===== src/verilog/wwdt_defines.svh =====
// Offsets, field positions, reset values and timing counts of the windowed watchdog
`ifndef WWDT_DEFINES_SVH
`define WWDT_DEFINES_SVH

// ==========================================
// Register offsets (byte addresses)
`define WWDT_OFS_CR 8'h00
`define WWDT_OFS_MR 8'h04
`define WWDT_OFS_SR 8'h08

// ==========================================
// Reset values and key
`define WWDT_MODE_RESET 32'h3FFF_2FFF
`define WWDT_SR_RESET 32'h0000_0000
`define WWDT_CNT_RESET 12'hFFF
`define WWDT_KEY 8'hA5

// ==========================================
// Field positions
`define WWDT_KEY_LSB 24
`define WWDT_RSTT_BIT 0
`define WWDT_UNF_BIT 0
`define WWDT_ERR_BIT 1

// ==========================================
// Timing
`define WWDT_CLK_HZ 250000000
`define WWDT_SLOW_CLK_HZ 32768
`define WWDT_SLOW_DIV (`WWDT_CLK_HZ / `WWDT_SLOW_CLK_HZ)
`define WWDT_PRESCALE 128

// ==========================================
// Bus answers
`define WWDT_RESP_OKAY 2'h0
`define WWDT_RESP_SLVERR 2'h2

`endif


===== src/verilog/wwdt_pkg.sv =====
// Types shared by the windowed watchdog
package wwdt_pkg;

    // Mode register layout, bit 31 down to bit 0
    typedef struct packed {
        logic [1:0] spare;
        logic idleHalt;
        logic debugHalt;
        logic [11:0] restartWindowDelta;
        logic timerDisable;
        logic processorResetOnly;
        logic faultResetEnable;
        logic faultInterruptEnable;
        logic [11:0] counterLoadValue;
    } wwdt_mode_type;

    // Requests toward the reset controller
    typedef struct packed {
        logic fault;
        logic allResets;
        logic procOnly;
    } wwdt_fault_type;

    typedef enum logic [1:0] {
        RD_IDLE = 2'b01,
        RD_DATA = 2'b10
    } wwdt_rd_state_type;

endpackage

===== src/verilog/wwdt_core.sv =====
// Windowed watchdog timer with key-protected restart and an AXI4-Lite register slave
`timescale 1ns/1ps
`include "wwdt_defines.svh"

module wwdt_core import wwdt_pkg::*; #(
    parameter int ADDR_W = 8,
    parameter int SLOW_DIV = `WWDT_SLOW_DIV,
    parameter int PRESCALE = `WWDT_PRESCALE
) (
    input wire logic clk,
    input wire logic rst,
    input wire logic [ADDR_W-1:0] awaddr,
    input wire logic [2:0] awprot,
    input wire logic awvalid,
    output logic awready,
    input wire logic [31:0] wdata,
    input wire logic [3:0] wstrb,
    input wire logic wvalid,
    output logic wready,
    output logic [1:0] bresp,
    output logic bvalid,
    input wire logic bready,
    input wire logic [ADDR_W-1:0] araddr,
    input wire logic [2:0] arprot,
    input wire logic arvalid,
    output logic arready,
    output logic [31:0] rdata,
    output logic [1:0] rresp,
    output logic rvalid,
    input wire logic rready,
    input wire logic debugState,
    input wire logic idleState,
    output logic faultIrq,
    output wwdt_fault_type faultReq
);

    localparam int PRE_W = $clog2(PRESCALE);
    localparam int SLOW_W = $clog2(SLOW_DIV + 1);

    // ==========================================
    // Elaboration checks
    generate
        if (SLOW_DIV < 1 || PRESCALE < 2 || (PRESCALE & (PRESCALE - 1)) != 0) begin : g_bad
            $error("wwdt_core: SLOW_DIV must be >= 1, PRESCALE a power of two >= 2");
        end
        if (ADDR_W < 4) begin : g_bad_addr
            $error("wwdt_core: ADDR_W too small for the register map");
        end
    endgenerate

    // ==========================================
    // State
    wwdt_mode_type mode_q, mode_d, mrNew;
    logic modeLocked_q;
    logic [11:0] cnt_q, cnt_d;
    logic [PRE_W-1:0] pre_q, pre_d;
    logic [SLOW_W-1:0] slow_q, slow_d;
    logic unf_q, unf_d, err_q, err_d;
    wwdt_fault_type fault_q, fault_d;
    logic irq_q;
    logic awReady_q, wReady_q, bValid_q, awFull_q, wFull_q;
    logic [ADDR_W-1:0] awAddr_q;
    logic [31:0] wData_q;
    logic [3:0] wStrb_q;
    logic [1:0] bResp_q;
    wwdt_rd_state_type rdState_q, rdState_d;
    logic [31:0] rData_q;
    logic [1:0] rResp_q;

    // ==========================================
    // Write channel handshake
    wire awTake = awvalid && awReady_q;
    wire wTake = wvalid && wReady_q;
    wire doWrite = awFull_q && wFull_q;
    wire awFull_d = (awFull_q || awTake) && !doWrite;
    wire wFull_d = (wFull_q || wTake) && !doWrite;
    wire bValid_d = doWrite || (bValid_q && !bready);
    // Ready drops while a response is pending: one write at a time
    wire awReady_d = !awFull_d && !bValid_d;
    wire wReady_d = !wFull_d && !bValid_d;

    wire wrCr = awAddr_q == ADDR_W'(`WWDT_OFS_CR);
    wire wrMr = awAddr_q == ADDR_W'(`WWDT_OFS_MR);
    wire wrSr = awAddr_q == ADDR_W'(`WWDT_OFS_SR);
    wire [1:0] wrResp = (wrCr || wrMr || wrSr) ? `WWDT_RESP_OKAY : `WWDT_RESP_SLVERR;

    always_ff @(posedge clk) begin
        if (rst) begin
            awReady_q <= 1'b1;
            wReady_q <= 1'b1;
            awFull_q <= 1'b0;
            wFull_q <= 1'b0;
            bValid_q <= 1'b0;
        end else begin
            awReady_q <= awReady_d;
            wReady_q <= wReady_d;
            awFull_q <= awFull_d;
            wFull_q <= wFull_d;
            bValid_q <= bValid_d;
        end
    end

    always_ff @(posedge clk) begin
        if (rst) begin
            awAddr_q <= '0;
            wData_q <= 32'h0000_0000;
            wStrb_q <= 4'h0;
            bResp_q <= `WWDT_RESP_OKAY;
        end else begin
            if (awTake) awAddr_q <= awaddr;
            if (wTake) wData_q <= wdata;
            if (wTake) wStrb_q <= wstrb;
            if (doWrite) bResp_q <= wrResp;
        end
    end

    // ==========================================
    // Register write effects
    // Key and restart bit must both be in the written lanes
    wire keyOk = wStrb_q[3] && wStrb_q[0] && wData_q[31:`WWDT_KEY_LSB] == `WWDT_KEY;
    wire crRestart = doWrite && wrCr && keyOk && wData_q[`WWDT_RSTT_BIT];
    wire winErr = cnt_q > mode_q.restartWindowDelta;
    wire restartOk = crRestart && !winErr;
    wire restartErr = crRestart && winErr;
    wire mrWrite = doWrite && wrMr && !modeLocked_q;

    genvar gi;
    generate
        for (gi = 0; gi < 4; gi++) begin : g_lane
            assign mrNew[8*gi +: 8] = wStrb_q[gi] ? wData_q[8*gi +: 8] : mode_q[8*gi +: 8];
        end
    endgenerate

    assign mode_d = mrWrite ? mrNew : mode_q;
    wire reload = restartOk || mrWrite;
    wire [11:0] loadVal = mrWrite ? mrNew.counterLoadValue : mode_q.counterLoadValue;

    always_ff @(posedge clk) begin
        if (rst) begin
            mode_q <= `WWDT_MODE_RESET;
            modeLocked_q <= 1'b0;
        end else begin
            mode_q <= mode_d;
            if (doWrite && wrMr) modeLocked_q <= 1'b1;
        end
    end

    // ==========================================
    // Prescaler and down counter
    wire halted = (debugState && mode_q.debugHalt) || (idleState && mode_q.idleHalt);
    wire running = !mode_q.timerDisable && !halted;
    // Slow clock is derived here; it is never reset by a restart, only the 128 stage is
    wire slowTick = slow_q == SLOW_W'(SLOW_DIV - 1);
    assign slow_d = slowTick ? '0 : slow_q + SLOW_W'(1);
    wire preTick = running && slowTick && pre_q == PRE_W'(PRESCALE - 1);
    wire unfEvent = preTick && !reload && cnt_q == 12'h000;

    always_comb begin
        pre_d = pre_q;
        if (reload) pre_d = '0;
        else if (running && slowTick) pre_d = pre_q + PRE_W'(1);
    end

    always_comb begin
        cnt_d = cnt_q;
        if (reload) cnt_d = loadVal;
        else if (unfEvent) cnt_d = mode_q.counterLoadValue;
        else if (preTick) cnt_d = cnt_q - 12'h001;
    end

    always_ff @(posedge clk) begin
        if (rst) begin
            slow_q <= '0;
            pre_q <= '0;
            cnt_q <= `WWDT_CNT_RESET;
        end else begin
            slow_q <= slow_d;
            pre_q <= pre_d;
            cnt_q <= cnt_d;
        end
    end

    // ==========================================
    // Read channel
    wire arTake = arvalid && rdState_q[0];
    wire rdCr = araddr == ADDR_W'(`WWDT_OFS_CR);
    wire rdMr = araddr == ADDR_W'(`WWDT_OFS_MR);
    wire rdSr = araddr == ADDR_W'(`WWDT_OFS_SR);
    wire srRead = arTake && rdSr;
    wire [31:0] srValue = {30'h0000_0000, err_q, unf_q};
    wire [31:0] rdMux = rdMr ? mode_q : (rdSr ? srValue : 32'h0000_0000);
    wire [1:0] rdResp = (rdCr || rdMr || rdSr) ? `WWDT_RESP_OKAY : `WWDT_RESP_SLVERR;

    always_comb begin
        case (rdState_q)
            RD_IDLE: rdState_d = arTake ? RD_DATA : RD_IDLE;
            RD_DATA: rdState_d = rready ? RD_IDLE : RD_DATA;
            default: rdState_d = RD_IDLE;
        endcase
    end

    always_ff @(posedge clk) begin
        if (rst) begin
            rdState_q <= RD_IDLE;
            rData_q <= 32'h0000_0000;
            rResp_q <= `WWDT_RESP_OKAY;
        end else begin
            rdState_q <= rdState_d;
            if (arTake) rData_q <= rdMux;
            if (arTake) rResp_q <= rdResp;
        end
    end

    // ==========================================
    // Sticky flags, fault and interrupt
    // An event in the clearing cycle survives the read
    assign unf_d = unfEvent || (unf_q && !srRead);
    assign err_d = restartErr || (err_q && !srRead);
    wire faultEvent = (unfEvent || restartErr) && mode_q.faultResetEnable;
    assign fault_d.fault = faultEvent || (fault_q.fault && !srRead);
    assign fault_d.allResets = fault_d.fault && !mode_d.processorResetOnly;
    assign fault_d.procOnly = fault_d.fault && mode_d.processorResetOnly;

    always_ff @(posedge clk) begin
        if (rst) begin
            unf_q <= 1'b0;
            err_q <= 1'b0;
            fault_q <= '0;
            irq_q <= 1'b0;
        end else begin
            unf_q <= unf_d;
            err_q <= err_d;
            fault_q <= fault_d;
            irq_q <= (unf_d || err_d) && mode_d.faultInterruptEnable;
        end
    end

    // ==========================================
    // Outputs
    assign awready = awReady_q;
    assign wready = wReady_q;
    assign bvalid = bValid_q;
    assign bresp = bResp_q;
    assign arready = rdState_q[0];
    assign rvalid = rdState_q[1];
    assign rdata = rData_q;
    assign rresp = rResp_q;
    assign faultIrq = irq_q;
    assign faultReq = fault_q;
endmodule


===== config.mk =====
export PLATFORM = sky130hd
export DESIGN_NAME = wwdt_core
export DESIGN_NICKNAME = d
export VERILOG_FILES = /design/src/verilog/wwdt_pkg.sv /design/src/verilog/wwdt_core.sv
export VERILOG_INCLUDE_DIRS = /design/src /design/src/verilog
export SDC_FILE = /design/constraint.sdc
export NUM_CORES = 1
export LEC_CHECK = 0
export ABC_AREA = 0
export BUFFER_PORTS_ARGS = -buffer_cell sky130_fd_sc_hd__clkbuf_2
export CAP_MARGIN = 20
export CORE_MARGIN = 1.5
export CORE_UTILIZATION = 35
export CTS_BUF_LIST = sky130_fd_sc_hd__clkbuf_2 sky130_fd_sc_hd__clkbuf_4 sky130_fd_sc_hd__clkbuf_8
export CTS_CLUSTER_SIZE = 28
export DETAILED_ROUTE_END_ITERATION = 12
export PLACE_DENSITY = 0.65
export SYNTH_ARGS = -nofsm -noshare
export SYNTH_HDL_FRONTEND = slang
export SYNTH_SLANG_ARGS = --single-unit

===== constraint.sdc =====
create_clock -name clk -period 7 [get_ports clk]
set_input_delay 0 -clock clk [delete_from_list [all_inputs] [get_ports clk]]
set_output_delay 0 -clock clk [all_outputs]
set_load 0.1 [all_outputs]

# ---- Word-level counts from Yosys, hierarchy flattened
# Cells that the tools add are included.
dict set report word_totals {
  wordCells 127
  regBits 158
  input_bits 67
}
dict set report classes {
  mux 14
  add_sub_neg 3
  eq_ne 9
  n_lt_le_gt_ge 1
  reduce_logical 68
}
# op count
set op_table {}
lappend op_table {{$mux W12} 4}
lappend op_table {{$logic_and A1 B1 Y1} 33}
lappend op_table {{$mux W32} 1}
lappend op_table {{$eq A8 B3 Y1 const B} 2}
lappend op_table {{$eq A8 B4 Y1 const B} 2}
lappend op_table {{$logic_not A8 Y1} 2}
lappend op_table {{$mux W15} 1}
lappend op_table {{$logic_or A1 B1 Y1} 14}
lappend op_table {{$add A13 B1 Y13 const B} 1}
lappend op_table {{$eq A13 B13 Y1 const B} 1}
lappend op_table {{$gt A12 B12 Y1} 1}
lappend op_table {{$logic_not A1 Y1} 12}
lappend op_table {{$logic_not A12 Y1} 1}
lappend op_table {{$sub A12 B1 Y12 const B} 1}
lappend op_table {{$mux W2} 5}
lappend op_table {{$eq A8 B8 Y1 const B} 1}
lappend op_table {{$mux W8} 1}
lappend op_table {{$add A7 B1 Y7 const B} 1}
lappend op_table {{$eq A7 B7 Y1 const B} 1}
lappend op_table {{$mux W7} 1}
lappend op_table {{$reduce_and A2 Y1} 3}
lappend op_table {{$pmux W2 S2} 1}
lappend op_table {{$reduce_or A2 Y1} 2}
lappend op_table {{$reduce_bool A3 Y1} 1}
lappend op_table {{2 further kinds} 2}

# ---- Depth between registers and ports, before layout
dict set report logic_depth {
  ltp_word 13
  mapped_depth 10
}

# ---- Worst setup path before layout
# Ideal clock, no wire load.
dict set report synth_path {
  kind {reg-to-reg}
  start {register awAddr_q[7]}
  end {register mode_q[21] (netlist bit)}
  path_slack_ns 4.660
  arrival_ns 2.220
  required_ns 6.880
  setup_ns 0.120
  path_buffers 2
  synth_period_minus_slack_ns 2.340
  path_stages_with_launch 9
  path_cell_list {dfxtp_1 or4_4 or2_4 nor4b_4 and2_1 buf_4 buf_6 nor2_1 a211o_1}
}
dict set report synth_between {
  elab_chain_cells 4
}
# element line
set synth_rtl {}
lappend synth_rtl {{from (decl)} wwdt_core.sv:62} ;# logic [ADDR_W-1:0] awAddr_q;
lappend synth_rtl {{from (signal assigned)} wwdt_core.sv:110} ;# if (awTake) awAddr_q <= awaddr;
lappend synth_rtl {{$eq A8 B3 Y1} wwdt_core.sv:83} ;# wire wrMr = awAddr_q == ADDR_W'(`WWDT_OFS_MR);
lappend synth_rtl {{$logic_and A1 B1 Y1 (2 in series)} wwdt_core.sv:125} ;# wire mrWrite = doWrite && wrMr && !modeLocked_q;
lappend synth_rtl {{$reduce_and A2 Y1 (no line)} -}
lappend synth_rtl {{to (signal assigned)} wwdt_core.sv:140} ;# mode_q <= `WWDT_MODE_RESET;
lappend synth_rtl {{to (signal assigned)} wwdt_core.sv:143} ;# mode_q <= mode_d;
lappend synth_rtl {{to (decl)} wwdt_core.sv:53} ;# wwdt_mode_type mode_q, mode_d, mrNew;
# Every way passes these cells.
# A chain may end at the register's enable or synchronous reset.

# ---- Worst setup path in the final report
dict set report layout_path {
  start {register wStrb_q[0]}
  end {register cnt_q[0]}
}
dict set report layout_between {
  elab_chain_cells 11
}
# element line
set layout_rtl {}
lappend layout_rtl {{from (decl)} wwdt_core.sv:64} ;# logic [3:0] wStrb_q;
lappend layout_rtl {{from (signal assigned)} wwdt_core.sv:112} ;# if (wTake) wStrb_q <= wstrb;
lappend layout_rtl {{$logic_and A1 B1 Y1} wwdt_core.sv:120} ;# wire keyOk = wStrb_q[3] && wStrb_q[0] && wData_q[31:`WWDT_KEY_LSB] == `WWDT_KEY;
lappend layout_rtl {{$logic_and A1 B1 Y1 (no line)} -}
lappend layout_rtl {{$logic_and A1 B1 Y1 (2 in series)} wwdt_core.sv:121} ;# wire crRestart = doWrite && wrCr && keyOk && wData_q[`WWDT_RSTT_BIT];
lappend layout_rtl {{$logic_and A1 B1 Y1} wwdt_core.sv:123} ;# wire restartOk = crRestart && !winErr;
lappend layout_rtl {{$logic_or A1 B1 Y1} wwdt_core.sv:135} ;# wire reload = restartOk || mrWrite;
lappend layout_rtl {{$logic_not A1 Y1} wwdt_core.sv:156} ;# wire unfEvent = preTick && !reload && cnt_q == 12'h000;
lappend layout_rtl {{$logic_and A1 B1 Y1 (2 in series)} wwdt_core.sv:156}
lappend layout_rtl {{$mux W12} wwdt_core.sv:167} ;# else if (unfEvent) cnt_d = mode_q.counterLoadValue;
lappend layout_rtl {{$mux W12} wwdt_core.sv:166} ;# if (reload) cnt_d = loadVal;
lappend layout_rtl {{to (signal assigned)} wwdt_core.sv:175} ;# cnt_q <= `WWDT_CNT_RESET;
lappend layout_rtl {{to (signal assigned)} wwdt_core.sv:179} ;# cnt_q <= cnt_d;
lappend layout_rtl {{to (decl)} wwdt_core.sv:55} ;# logic [11:0] cnt_q, cnt_d;
# Parallel ways exist; a longest one is shown, timed or not.

==> implementation parameters <==
Parameter                              Value

Run status
  Run status ... finished, final reports clean

Layout
  Number of nets in the layout ... 994
  Layout cell share with drive strength beyond 1 ... 17.4%
  # diodes ... 0
  Area Growth Syn to Fin ... 25.4%
  Core utilization of the finished layout ... 44.6%

Clocking
  Post-CTS Resized ... 0
  Clk buf depth ... 2
  Clock insertion delay at the later pin of the skew report ... 0.45 ns
  CTS sink count ... 156
  Clock tree from TritonCTS ... done
  Total clock buffers created by CTS ... 17
  Buffers inserted by post-CTS timing repair ... 0
  Root buffer cell ... clkbuf_8
  Clock slew at reported path FFs ... 0.08 ns
  Number of hold buffers added after cts ... 59
  H-Tree Level Count ... 4

STA
  Finish-stage setup viols ... 0
  Final max-slew violation count ... 0
  Unrepaired setup endpoints after global routing ... no
  Slew @ Worst Pin ... 0.859 ns
  Clock skew ... 0.0127 ns
  Maximum achievable frequency ... 320 MHz
  Worst Slack Setup Final ... 3.88 ns
  Final critical-path required period ... 3.12 ns
  Worst hold slack across all endpoints ... 0.0223 ns
  Final worst-path cycle share ... 44.6%
  Number of endpoints with negative hold slack in the final report ... 0
  Slew HR ... 42.5%
  Total negative slack ... 0 ns

Die
  Effective utilization at floorplan ... 35.5%
  Full die area ... between 15000 and 20000 um^2
  Width of the chip ... 141 um
  Core area ... 18600 um^2
  Count of boundary I/O pins ... 112
  Die span in y ... roughly 140 um
  Placement row count ... 50

Route
  DRT Pass-1 Iters ... 5
  DRC ... 0
  Vias per std cell ... 5.06
  Max layer used ... met4
  Via count ... 5852
  Detail Route Antenna Nets ... 0
  Routed WL per cell ... about 15 um
  Routed wl met2 ... roughly 8100 um
  DRC violation total after the first TritonRoute iteration ... 304
  Met1 wire length ... 8100 um
  WL met3 ... just over 700 um
  Final routed wirelength across all metal layers ... 17200 um

Power and ir drop
  Sequential group share of total power ... approximately 48%
  Power per cell area ... ~240 nW/um^2
  Combinational cell fraction of total power ... 11.6%
  Internal power summed over all cells ... 1.43 mW
  Leakage power ... 3.42 nW
  Switching power of the nets ... 530 uW
  Design Power ... 1.96 mW
  Net switching fraction of the power ... 27.0%
  Worst-case vdd ir drop ... 0.176 mV
  Clock share of power ... 40.4%

Critical path
  Worst Path Required ... 7.40 ns
  Max incr delay on CP ... about 0.64 ns
  Reg-to-reg setup timing slack ... 3.88 ns
  Cells along the critical path ... or4bb_1 -> nor4b_2 -> o211ai_1 -> o41ai_4 -> or2_1 -> a21o_2
  Largest fanout of any net on the critical path ... 18
  Critical setup path kind ... flop to flop
  Crit end category ... flop
  Data arrival at the endpoint of the critical path ... 3.52 ns
  Cell with the biggest individual delay on the critical path ... or2_1
  Category of the worst setup path launch point ... flop

Yosys
  Number of storage elements in the synthesis netlist ... approximately 160
  Sequential fraction of the synthesis area ... 47.1%
  Leading post-synthesis cells by cell area ... dfxtp_1 47%, nand2_1 6.6%, nor2_1 5.6%, a21oi_1 5.1%, a22oi_1 3.6%
  Combined area of all synthesized cells ... 6630 um^2
  Synth top cells by count ... 156 x dfxtp_1, 117 x nand2_1, 98 x nor2_1, 67 x a21oi_1, 34 x clkbuf_1
  Share of the synthesized area in the top cell type ... 47.1%
  Ys Warns ... 0
  Number of flops mapped to enable cells by yosys ... 0
  Post-synthesis async set-or-reset flop share ... 0%
  Leading cell type by number of instances after synthesis ... dfxtp_1
  Average size of a mapped cell ... roughly 8.6 um^2
  Number of distinct library cells after synthesis ... 63
  Biggest area consumer among synthesized cells ... dfxtp_1
  Dominant register cell in the synthesized netlist ... dfxtp_1
  Post-synthesis cell count ... roughly 770

Place
  Hpwl dp ... ~11000 um
  Setup WS pre-CTS ... 3.87 ns
  Routability congestion estimate from global placement ... between 0.8 and 0.9
  Number of buffer cells added on primary ports ... roughly 100

Hold path
  Type of the tightest min-delay check ... input port to flop

Global route
  Total congestion overflow ... 0
  Antenna violations before repair ... 0
  Maximum number of pins on one net before global-route repair ... between 70 and 80
  First-pass GRT wire length ... 27500 um
  Vias in the first global route ... 5493
  GRT Util Overall ... 17.5%

Flow run
  Maximum capacitance violations ... 0
## power by group through the flow
stage	sequential [mW]	combinational, mW	clock, mW
4_1_cts	0.942	0.226	0.806
6_report	0.943	0.227	0.794
3_5_place_dp	0.963	0.199	0
5_1_grt	0.947	0.246	0.844
2_1_floorplan	1.00	0.104	0
3_3_place_gp	0.962	0.197	0
## layout make-up
type                            instances  area, um^2
Clock buffer                           19         255
Sequential cell                       156        3120
Timing Repair Buffer                  167        1150
Clock inverter                         13         213
Fill cell                            1831       10300
Tap cell                              234         293
Inverter                               22        82.6
Multi-Input combinational cell        545        3190
## routing by layer
metal / up-vias / global-route usage [%]
met2: 133 / 29.2
met1: 2730 / 22.5
met4: 0 / 5.70
met5: - / 0
li1: 2966 / -
met3: 23 / 4.18
## worst max-delay path, delay by kind of cell, from the launching register on
family           cells  cell delay [ns]
flip-flops           1             0.55
AO/OA/AOI/OAI        3             0.97
AND/OR/NAND/NOR      3             1.54
## path summary, 6_finish.rpt
check                           cells after the start        from          to
worst max-delay path                                6  wStrb_q[0]    cnt_q[0]
worst min-delay path                                5   araddr[0]       err_q
worst max register to register                      6  wStrb_q[0]    cnt_q[0]
worst min register to register                      2  wStrb_q[2]  wStrb_q[2]
## flip-flops by register name (all words and copies together) (netlist names), 2 cells and up
register	cells
mode_q	32
cnt_q	12
pre_q	7
rdata	32
wStrb_q	4
faultReq	3
slow_q	13
awAddr_q	8
rdState_q	2
wData_q	32
## cell families after synthesis
group,after synthesis,share of synthesized area [%]
flip-flops,156,47.1
adder cells (fa/ha/maj),18,3.40
buffers and inverters,66,4.78
multiplexers,11,1.70
AND/OR/NAND/NOR,347,25.5
XOR/XNOR,17,2.25
other,1,0.0566
AO/OA/AOI/OAI,150,15.1
## cells in the final DEF, fill, tap and decap left out, drive strengths merged, types with 3 or more instances in the layout
cell         instances
nand2b               5
nand3b              16
inv                 25
nand2              117
buf                  6
a22oi               32
dlygate4sd3         59
xnor2                5
and2                 5
bufinv               5
or2                  5
a21oi               67
nor2b                5
dfxtp              156
and3                 8
clkinvlp             3
o2bb2ai             10
xor2                12
o22ai                4
a211oi               4
nor2                98
nand4               12
nor3                12
o21ai                3
clkbuf             121
nor4                11
ha                  18
nor3b                4
a211o               14
nand3               32
mux2i                9
## per-stage QoR
stage	instance area (um^2)	cells
CTS	8310	1156
detailed placement	7250	1065
floorplan	6630	767
finish	8310	1156
global route	8310	1156
global placement	7250	1065
Power figures use the tool's default switching activity.
